<file path="config.mk">
export PLATFORM = sky130hd
export DESIGN_NAME = alm_top
export DESIGN_NICKNAME = d
export VERILOG_FILES = /design/src/inc/alm_pkg.sv /design/src/core/alm_filter.sv /design/src/core/alm_top.sv
export SDC_FILE = /design/constraint.sdc
export NUM_CORES = 1
export LEC_CHECK = 0
export BUFFER_PORTS_ARGS = -buffer_cell sky130_fd_sc_hd__buf_2
export CAP_MARGIN = 30
export CORE_MARGIN = 8
export CORE_UTILIZATION = 43
export CTS_BUF_LIST = sky130_fd_sc_hd__clkbuf_16
export DETAILED_ROUTE_END_ITERATION = 12
export PLACE_DENSITY = 0.7
export SETUP_SLACK_MARGIN = 0.2
export SYNTH_ARGS = -nofsm -noshare
export SYNTH_HDL_FRONTEND = slang
export SYNTH_SLANG_ARGS = --single-unit
</file>
<file path="constraint.sdc">
create_clock -name sys_clk -period 18.38 [get_ports sys_clk]
set_clock_uncertainty 0.05 [all_clocks]
set_input_delay 2.757 -clock sys_clk [delete_from_list [all_inputs] [get_ports sys_clk]]
set_output_delay 2.757 -clock sys_clk [all_outputs]
set_load 0.02 [all_outputs]
</file>
<file path="src/inc/alm_pkg.sv">
// Function
// - Lower light threshold is 16 bits, high byte 0x22, low byte 0x23, reset zero.
// - Filter register holds window N in bits 7:4 and hits M in 3:0, reset one.
// - Interrupt only when M of the last N results crossed the thresholds.
// - With N and M both one, any single crossing triggers the interrupt.
// - N or M of zero suppresses the light interrupt completely.
// - Config bit 7 enables unfiltered, bit 6 photopic; disabled channels are powered off.
// - Both enables zero still runs the photopic channel.
// - Bit 5 enables hysteresis; bit 4 picks upper (1) or lower (0); reset zero.
// - Range bits 3:2 select 100, analog 10, divided 10, or 1 count per lux.
// - Integration bits 1:0 select 50, 100, 200 or 400 ms; reset 50 ms.
// - Repeat mode waits interval field times 50 ms between measurements.
// - Interval zero runs measurements back to back.
// - Interval resets to ten, a 500 ms spacing.
// - Keep-powered bit 6 of interval holds sensing in low current between measurements.
// - Control bit 1 starts measurements repeatedly at the programmed interval.
// - Control bit 0 starts one measurement and clears itself when done.
// - Sensing circuitry powers down right after every measurement, except between back-to-back repeats at interval zero.
// - Without hysteresis, photopic results outside the threshold window flag an interrupt.
// - Hysteresis set/clear behaviour applies only with automatic clearing selected.
// - Unfiltered results are never compared and never cause an interrupt.
package alm_pkg;

	localparam logic [7:0] ADDR_LOW_THR_HIGH = 8'h22;
	localparam logic [7:0] ADDR_LOW_THR_LOW  = 8'h23;
	localparam logic [7:0] ADDR_FILTER       = 8'h24;
	localparam logic [7:0] ADDR_CONFIG       = 8'h25;
	localparam logic [7:0] ADDR_INTERVAL     = 8'h26;
	localparam logic [7:0] ADDR_CONTROL      = 8'h27;

	localparam logic [7:0] RST_LOW_THR   = 8'h00;
	localparam logic [7:0] RST_FILTER    = 8'h11;
	localparam logic [7:0] RST_CONFIG    = 8'h40;
	localparam logic [7:0] RST_INTERVAL  = 8'h0a;
	localparam logic [1:0] RST_CONTROL   = 2'h0;

	localparam int FILT_N_HI   = 7;
	localparam int FILT_N_LO   = 4;
	localparam int FILT_M_HI   = 3;
	localparam int FILT_M_LO   = 0;
	localparam int CFG_UNF_EN  = 7;
	localparam int CFG_PHO_EN  = 6;
	localparam int CFG_HYST_EN = 5;
	localparam int CFG_HYST_UP = 4;
	localparam int CFG_RANGE_DIV    = 3;
	localparam int CFG_RANGE_ANALOG = 2;
	localparam int CFG_INTEG_HI = 1;
	localparam int CFG_INTEG_LO = 0;
	localparam int IVL_KEEP_PWR = 6;
	localparam int IVL_HI       = 5;
	localparam int IVL_LO       = 0;
	localparam int CTL_REPEAT   = 1;
	localparam int CTL_ONESHOT  = 0;

	localparam logic [15:0] RANGE_DIVISOR = 16'h000a;

	localparam int unsigned CLK_HZ      = 20_000_000;
	localparam int unsigned STEP_MS     = 50;
	localparam int unsigned STEP_CYCLES = CLK_HZ / 1000 * STEP_MS;

	localparam int FILT_HIST = 15;

	typedef enum logic [1:0] {
		ST_IDLE,
		ST_INTEG,
		ST_WAIT
	} alm_state_t;

endpackage

</file>
<file path="src/core/alm_filter.sv">
`timescale 1ns/100ps
module alm_filter
	import alm_pkg::*;
#(
	parameter int HIST_W = FILT_HIST
) (
	input  wire logic       sys_clk,
	input  wire logic       reset,
	input  wire logic       sample_valid,
	input  wire logic       sample_cross,
	input  wire logic [3:0] win_n,
	input  wire logic [3:0] hits_m,
	output logic            filt_hit
);

	logic [HIST_W-1:0] hist_reg;
	logic [HIST_W-1:0] hist_next;
	logic              filt_hit_next;

	// Ones among the newest n entries of the history
	function automatic logic [4:0] count_window(input logic [HIST_W-1:0] h,
		input logic [3:0] n);
		logic [4:0] c;
		c = 5'h00;
		for (int i = 0; i < HIST_W; i++) begin
			if (i < int'(n) && h[i]) begin
				c = c + 5'h01;
			end
		end
		return c;
	endfunction

	always_comb begin
		hist_next     = {hist_reg[HIST_W-2:0], sample_cross};
		filt_hit_next = 1'b0;
		// Zero in either count disables the interrupt path
		if (sample_valid && win_n != 4'h0 && hits_m != 4'h0) begin
			// M of the last N; with 1 of 1 a single crossing is enough
			filt_hit_next = sample_cross && count_window(hist_next, win_n) >= {1'b0, hits_m};
		end
	end

	always_ff @(posedge sys_clk or posedge reset) begin
		if (reset) begin
			hist_reg <= '0;
		end else if (sample_valid) begin
			hist_reg <= hist_next;
		end
	end

	always_ff @(posedge sys_clk or posedge reset) begin
		if (reset) begin
			filt_hit <= 1'b0;
		end else begin
			filt_hit <= filt_hit_next;
		end
	end
endmodule

</file>
<file path="src/core/alm_top.sv">
`timescale 1ns/100ps
module alm_top
	import alm_pkg::*;
#(
	parameter int unsigned STEP_CYC = STEP_CYCLES
) (
	input  wire logic        sys_clk,
	input  wire logic        reset,
	input  wire logic        reg_wr_en,
	input  wire logic        reg_rd_en,
	input  wire logic [7:0]  reg_addr,
	input  wire logic [7:0]  reg_wr_data,
	output logic      [7:0]  reg_rd_data,
	input  wire logic [15:0] high_threshold,
	input  wire logic        auto_clear_mode,
	input  wire logic [15:0] photopic_raw,
	input  wire logic [15:0] unfiltered_raw,
	output logic             photopic_channel_on,
	output logic             unfiltered_channel_on,
	output logic             analog_range_low,
	output logic             light_low_current_hold,
	output logic      [15:0] photopic_result,
	output logic      [15:0] unfiltered_result,
	output logic             result_valid,
	output logic             light_int_set,
	output logic             light_int_high,
	output logic             light_int_clear
);

	logic [15:0] low_thr_reg;
	logic [7:0]  filter_reg;
	logic [7:0]  config_reg;
	logic [6:0]  interval_reg;
	logic        ctl_repeat_reg;
	logic        ctl_oneshot_reg;
	alm_state_t  state_reg;
	alm_state_t  state_next;
	logic [31:0] cnt_reg;
	logic [31:0] cnt_next;
	logic        meas_done;
	logic        wr_control;
	logic        photo_active;
	logic        unf_active;
	logic        cross_high;
	logic        cross_low;
	logic        sample_cross;
	logic        hyst_mode;
	logic        cross_dir_reg;
	logic        clear_next;
	logic        filt_hit;

	// Integration length, 50 ms doubled per code step
	function automatic logic [31:0] integ_len(input logic [1:0] code);
		return 32'(STEP_CYC) << code;
	endfunction

	// Wait between repeats, in 50 ms steps
	function automatic logic [31:0] interval_len(input logic [5:0] ivl);
		return 32'(ivl) * 32'(STEP_CYC);
	endfunction

	assign wr_control = reg_wr_en && reg_addr == ADDR_CONTROL;
	assign meas_done  = state_reg == ST_INTEG && cnt_reg == 32'h0;

	// Both enables clear falls back to photopic only
	assign photo_active = config_reg[CFG_PHO_EN] || !config_reg[CFG_UNF_EN];
	assign unf_active   = config_reg[CFG_UNF_EN];

	// Power only while integrating; off right after each result unless repeating at interval zero
	assign photopic_channel_on   = state_reg == ST_INTEG && photo_active;
	assign unfiltered_channel_on = state_reg == ST_INTEG && unf_active;
	assign analog_range_low      = config_reg[CFG_RANGE_ANALOG];
	// Low current hold between measurements only
	assign light_low_current_hold = interval_reg[IVL_KEEP_PWR] && state_reg != ST_INTEG;

	// Register file

	always_ff @(posedge sys_clk or posedge reset) begin
		if (reset) begin
			low_thr_reg <= {RST_LOW_THR, RST_LOW_THR};
		end else if (reg_wr_en && reg_addr == ADDR_LOW_THR_HIGH) begin
			low_thr_reg[15:8] <= reg_wr_data;
		end else if (reg_wr_en && reg_addr == ADDR_LOW_THR_LOW) begin
			low_thr_reg[7:0] <= reg_wr_data;
		end
	end

	always_ff @(posedge sys_clk or posedge reset) begin
		if (reset) begin
			filter_reg <= RST_FILTER;
		end else if (reg_wr_en && reg_addr == ADDR_FILTER) begin
			filter_reg <= reg_wr_data;
		end
	end

	always_ff @(posedge sys_clk or posedge reset) begin
		if (reset) begin
			config_reg <= RST_CONFIG;
		end else if (reg_wr_en && reg_addr == ADDR_CONFIG) begin
			config_reg <= reg_wr_data;
		end
	end

	always_ff @(posedge sys_clk or posedge reset) begin
		if (reset) begin
			interval_reg <= RST_INTERVAL[6:0];
		end else if (reg_wr_en && reg_addr == ADDR_INTERVAL) begin
			interval_reg <= reg_wr_data[6:0];
		end
	end

	always_ff @(posedge sys_clk or posedge reset) begin
		if (reset) begin
			ctl_repeat_reg <= RST_CONTROL[CTL_REPEAT];
		end else if (wr_control) begin
			ctl_repeat_reg <= reg_wr_data[CTL_REPEAT];
		end
	end

	// A software write in the completion cycle wins over the self-clear
	always_ff @(posedge sys_clk or posedge reset) begin
		if (reset) begin
			ctl_oneshot_reg <= RST_CONTROL[CTL_ONESHOT];
		end else if (wr_control) begin
			ctl_oneshot_reg <= reg_wr_data[CTL_ONESHOT];
		end else if (meas_done) begin
			ctl_oneshot_reg <= 1'b0;
		end
	end

	always_ff @(posedge sys_clk or posedge reset) begin
		if (reset) begin
			reg_rd_data <= 8'h00;
		end else if (reg_rd_en) begin
			case (reg_addr)
				ADDR_LOW_THR_HIGH: reg_rd_data <= low_thr_reg[15:8];
				ADDR_LOW_THR_LOW:  reg_rd_data <= low_thr_reg[7:0];
				ADDR_FILTER:       reg_rd_data <= filter_reg;
				ADDR_CONFIG:       reg_rd_data <= config_reg;
				ADDR_INTERVAL:     reg_rd_data <= {1'b0, interval_reg};
				ADDR_CONTROL:      reg_rd_data <= {6'h00, ctl_repeat_reg, ctl_oneshot_reg};
				default:           reg_rd_data <= 8'h00;
			endcase
		end
	end

	// Measurement sequencer

	always_comb begin
		state_next = state_reg;
		cnt_next   = cnt_reg;
		case (state_reg)
			ST_IDLE: begin
				if (ctl_oneshot_reg || ctl_repeat_reg) begin
					state_next = ST_INTEG;
					cnt_next   = integ_len(config_reg[CFG_INTEG_HI:CFG_INTEG_LO]) - 32'h1;
				end
			end
			ST_INTEG: begin
				if (cnt_reg != 32'h0) begin
					cnt_next = cnt_reg - 32'h1;
				end else if (!ctl_repeat_reg) begin
					state_next = ST_IDLE;
				end else if (interval_reg[IVL_HI:IVL_LO] == 6'h00) begin
					// Back to back, no gap
					state_next = ST_INTEG;
					cnt_next   = integ_len(config_reg[CFG_INTEG_HI:CFG_INTEG_LO]) - 32'h1;
				end else begin
					state_next = ST_WAIT;
					cnt_next   = interval_len(interval_reg[IVL_HI:IVL_LO]) - 32'h1;
				end
			end
			ST_WAIT: begin
				// Dropping repeat abandons the wait at once
				if (!ctl_repeat_reg) begin
					state_next = ST_IDLE;
				end else if (cnt_reg != 32'h0) begin
					cnt_next = cnt_reg - 32'h1;
				end else begin
					state_next = ST_INTEG;
					cnt_next   = integ_len(config_reg[CFG_INTEG_HI:CFG_INTEG_LO]) - 32'h1;
				end
			end
			default: begin
				state_next = ST_IDLE;
				cnt_next   = 32'h0;
			end
		endcase
	end

	always_ff @(posedge sys_clk or posedge reset) begin
		if (reset) begin
			state_reg <= ST_IDLE;
			cnt_reg   <= 32'h0;
		end else begin
			state_reg <= state_next;
			cnt_reg   <= cnt_next;
		end
	end

	// Result capture and scaling

	always_ff @(posedge sys_clk or posedge reset) begin
		if (reset) begin
			photopic_result <= 16'h0000;
		end else if (meas_done && photo_active) begin
			if (config_reg[CFG_RANGE_DIV]) begin
				photopic_result <= photopic_raw / RANGE_DIVISOR;
			end else begin
				photopic_result <= photopic_raw;
			end
		end
	end

	always_ff @(posedge sys_clk or posedge reset) begin
		if (reset) begin
			unfiltered_result <= 16'h0000;
		end else if (meas_done && unf_active) begin
			if (config_reg[CFG_RANGE_DIV]) begin
				unfiltered_result <= unfiltered_raw / RANGE_DIVISOR;
			end else begin
				unfiltered_result <= unfiltered_raw;
			end
		end
	end

	always_ff @(posedge sys_clk or posedge reset) begin
		if (reset) begin
			result_valid <= 1'b0;
		end else begin
			result_valid <= meas_done;
		end
	end

	// Threshold compare, photopic only

	assign cross_high = photo_active && photopic_result > high_threshold;
	assign cross_low  = photo_active && photopic_result < low_thr_reg;
	// Hysteresis only counts under automatic clearing
	assign hyst_mode  = config_reg[CFG_HYST_EN] && auto_clear_mode;

	always_comb begin
		sample_cross = cross_high || cross_low;
		clear_next   = 1'b0;
		if (hyst_mode) begin
			if (config_reg[CFG_HYST_UP]) begin
				sample_cross = cross_high;
				clear_next   = result_valid && cross_low;
			end else begin
				sample_cross = cross_low;
				clear_next   = result_valid && cross_high;
			end
		end
	end

	always_ff @(posedge sys_clk or posedge reset) begin
		if (reset) begin
			cross_dir_reg <= 1'b0;
		end else if (result_valid) begin
			cross_dir_reg <= cross_high;
		end
	end

	always_ff @(posedge sys_clk or posedge reset) begin
		if (reset) begin
			light_int_clear <= 1'b0;
		end else begin
			light_int_clear <= clear_next;
		end
	end

	alm_filter #(
		.HIST_W(FILT_HIST)
	) u_filter (
		.sys_clk      (sys_clk),
		.reset        (reset),
		.sample_valid (result_valid),
		.sample_cross (sample_cross),
		.win_n        (filter_reg[FILT_N_HI:FILT_N_LO]),
		.hits_m       (filter_reg[FILT_M_HI:FILT_M_LO]),
		.filt_hit     (filt_hit)
	);

	assign light_int_set  = filt_hit;
	assign light_int_high = cross_dir_reg;
endmodule

</file>
==> flow_summary_export.csv <==
group,metric,value,unit
outcome,outcome,"completed",
yosys,ys_seq_area_frac,0.226,
yosys,syn_nets,2060,
floorplanning,core,0.0336,mm²
worst_setup_path,rrSetupSlack,6.45,ns
worst_setup_path,worstPathRequired,18.63,ns
clocking,clkLatencyLatePin,0.43,ns
power,p_leak,6.93,nW
route,met2WireLength,19400,µm
route,drtPass1Iterations,5,
sta,setup_viol,0,
yosys,synth_common_cells,"nand2_1, o21ai_0, dfrtp_1",
place,placedCellCount,2336,
sta,tns,0,ns
floorplanning,die_h,201,µm
finish,final_cell_count_no_fill,2371,
worst_setup_path,worstPathMaxFanout,11,
yosys,synth_cells,1883,
route,wl_met1,19400,µm
worst_setup_path,critPathMaxStageDelay,0.55,ns
yosys,synth_ff_type,"dfrtp_1",
run,max_cap_viol_count,0,
finish,largest_reg_flops,32,
route,ant_nets,0,
worst_setup_path,worstSetupStartpointType,"primary input",
place,preCtsSetupSlack,4.56,ns
yosys,synth_edf_count,0,
worst_setup_path,r2r_start,"photopic_result[1]$_DFFE_PP0P_",
finish,final_nets,2085,
yosys,syn_area,0.0147,mm²
sta,layout_worst_path_cycle_share,0.732,
route,routed_wirelength,42100,µm
route,dr_wl_met3,2380,µm
route,remaining_drc_errors,0,
route,drtIter0Drc,1273,
floorplanning,dieArea,0.0404,mm²
yosys,ys_top_cells_by_area,"dfrtp_1, ha_1, o21ai_0",
place,io_buffer_count,116,
clocking,numCtsBuffers,17,
yosys,yosysMostFrequentCell,"nand2_1",
yosys,synth.largest_area_cell,"dfrtp_1",
power,p_per_area,90.8,mW/mm²
route,via_per_inst,6.04,
clocking,htree_levels,4,
clocking,tritoncts,"built",
sta,min_period,13.46,ns
min_path,min_path_cells,2,
yosys,avgSynthCellArea,7.82,µm²
worst_setup_path,endpoint_kind,"flop",
route,highest_layer,"met5",
worst_setup_path,rr_worst_depth,51,
sta,fmax,74.3,MHz
floorplanning,start_util,0.438,
finish,nFillCells,3221,
place,hpwl,31200,µm
place,gp_congestion,0.928,
global_route,grt_pass1_vias,13500,
yosys,synth_warnings,0,
finish,area_growth,9.30,%
floorplanning,num_io_pins,117,
min_path,min-delay-start,"unfiltered_result[6]$_DFFE_PP0P_",
global_route,grt.overflow.total,0,
floorplanning,die_x,201,µm
yosys,ys_types,111,
clocking,cts.sinks,133,
worst_setup_path,arrival,13.71,ns
sta,tightest_slew,1.05,ns
route,via_count,14300,
global_route,grt_start_max_net_pins,85,
clocking,cts_setup_buffers,0,
global_route,grt_usage,0.200,
finish,drive_gt1_frac,0.129,
worst_setup_path,crit_type,"in -> reg",
clocking,clk_path_buf_depth,2,
route,wl_per_cell,17.8,µm
global_route,grt_antenna_before_repair,4,
worst_setup_path,crit_slowest_cell,"xor3_1",
min_path,hold_end,"unfiltered_result[6]$_DFFE_PP0P_",
worst_setup_path,r2r-end,"u_filter.filt_hit$_DFF_PP0_",
global_route,grt_pass1_wl,69500,µm
yosys,synth_seq_cells,133,
sta,setup_ws,4.92,ns
clocking,clk_pin_slew,0.07,ns
sta,slew_headroom,0.296,
power,irDropWorstVdd,0.0537,mV
sta,rsz0062_at_grt,"no",
clocking,cts_resized,0,
floorplanning,rows,67,
worst_setup_path,cpMostUsedCell,"ha_1",
yosys,async_flop_share,1.00,
sta,finalHoldViolations,0,
clocking,postCtsHoldBufs,0,
clocking,cts_root_buf,"clkbuf_16",
sta,maxSlewViolCount,0,
yosys,yosysTopAreaCellShare,0.218,
min_path,worst_hold_path_type,"reg -> reg",
-- worst max path at each step --
stage / start / end / slack, ns
2_1_floorplan: high_threshold[1] / u_filter.filt_hit$_DFF_PP0_ / 5.62
3_3_place_gp: high_threshold[1] / u_filter.filt_hit$_DFF_PP0_ / 5.04
3_5_place_dp: high_threshold[1] / u_filter.filt_hit$_DFF_PP0_ / 4.56
4_1_cts: high_threshold[1] / u_filter.filt_hit$_DFF_PP0_ / 4.98
5_1_grt: high_threshold[1] / u_filter.filt_hit$_DFF_PP0_ / 4.00
6_report: high_threshold[1] / u_filter.filt_hit$_DFF_PP0_ / 4.92
-- layout make-up --
class / count / area, µm² / area share
clock buffers: 17 / 425 / 0.0264
well taps: 448 / 561 / 0.0348
multi-input cells: 1513 / 10400 / 0.649
diodes: 2 / 5.00 / 0.000311
clock inverters: 15 / 220 / 0.0137
flip-flops and latches: 133 / 3340 / 0.207
repair buffers: 124 / 651 / 0.0404
inverters: 119 / 452 / 0.0281
-- report_power, final --
part	leakage (nW)	switching [W]	internal, W
clock	0.319	0.000153	0.000223
combinational	5.05	0.000430	0.000280
sequential	1.55	0.0000463	0.000329
total	6.93	0.000629	0.000833
-- worst max-delay path: cells and delay by family --
kind	cells	cell delay, ns
adders and majority gates	14	4.21
AOI/OAI and AO/OA	15	2.57
and+or+nand+nor	14	1.79
muxes	5	1.38
xor gates and xnor gates	1	0.55
buffers and inverters	3	0.41
-- kinds of logic after synthesis --
kind of cell,share of synthesized area
muxes,0.0581
and+or+nand+nor,0.211
adders and majority gates,0.0996
AOI/OAI and AO/OA,0.277
xor gates and xnor gates,0.0637
buffers and inverters,0.0642
DFF,0.226
-- routing by layer --
metal,up-vias,global-route usage
met4,6,0.0565
li1,6993,-
met1,6815,0.276
met3,77,0.0305
met2,439,0.321
met5,-,0
-- placed cells by master, fill, tap and decap left out, types with 24 or more instances in the layout --
master and count:
nand2_1 191, ha_1 98, nand3_1 58, dfrtp_1 127, nor2_1 123, nor3_1 54, mux2i_1 24, o22ai_1 29
mux2_2 50, buf_2 117, a21o_1 32, xor2_1 36, a31oi_1 25, nand2b_1 27, xnor2_1 62, a21oi_1 106
o21ai_0 154, inv_1 113
-- per-stage QoR --
step	power [W]	hold WS (ns)	area (µm²)	util
finish	0.00146	0.425	16100	0.479
global route	0.00157	0.444	16100	0.479
CTS	0.00146	0.434	16100	0.478
detailed placement	0.00107	0.417	15400	0.459
global placement	0.00106	0.411	15400	0.459
floorplan	0.000916	0.401	14700	-
No activity file was read; power rests on OpenSTA's default activity.
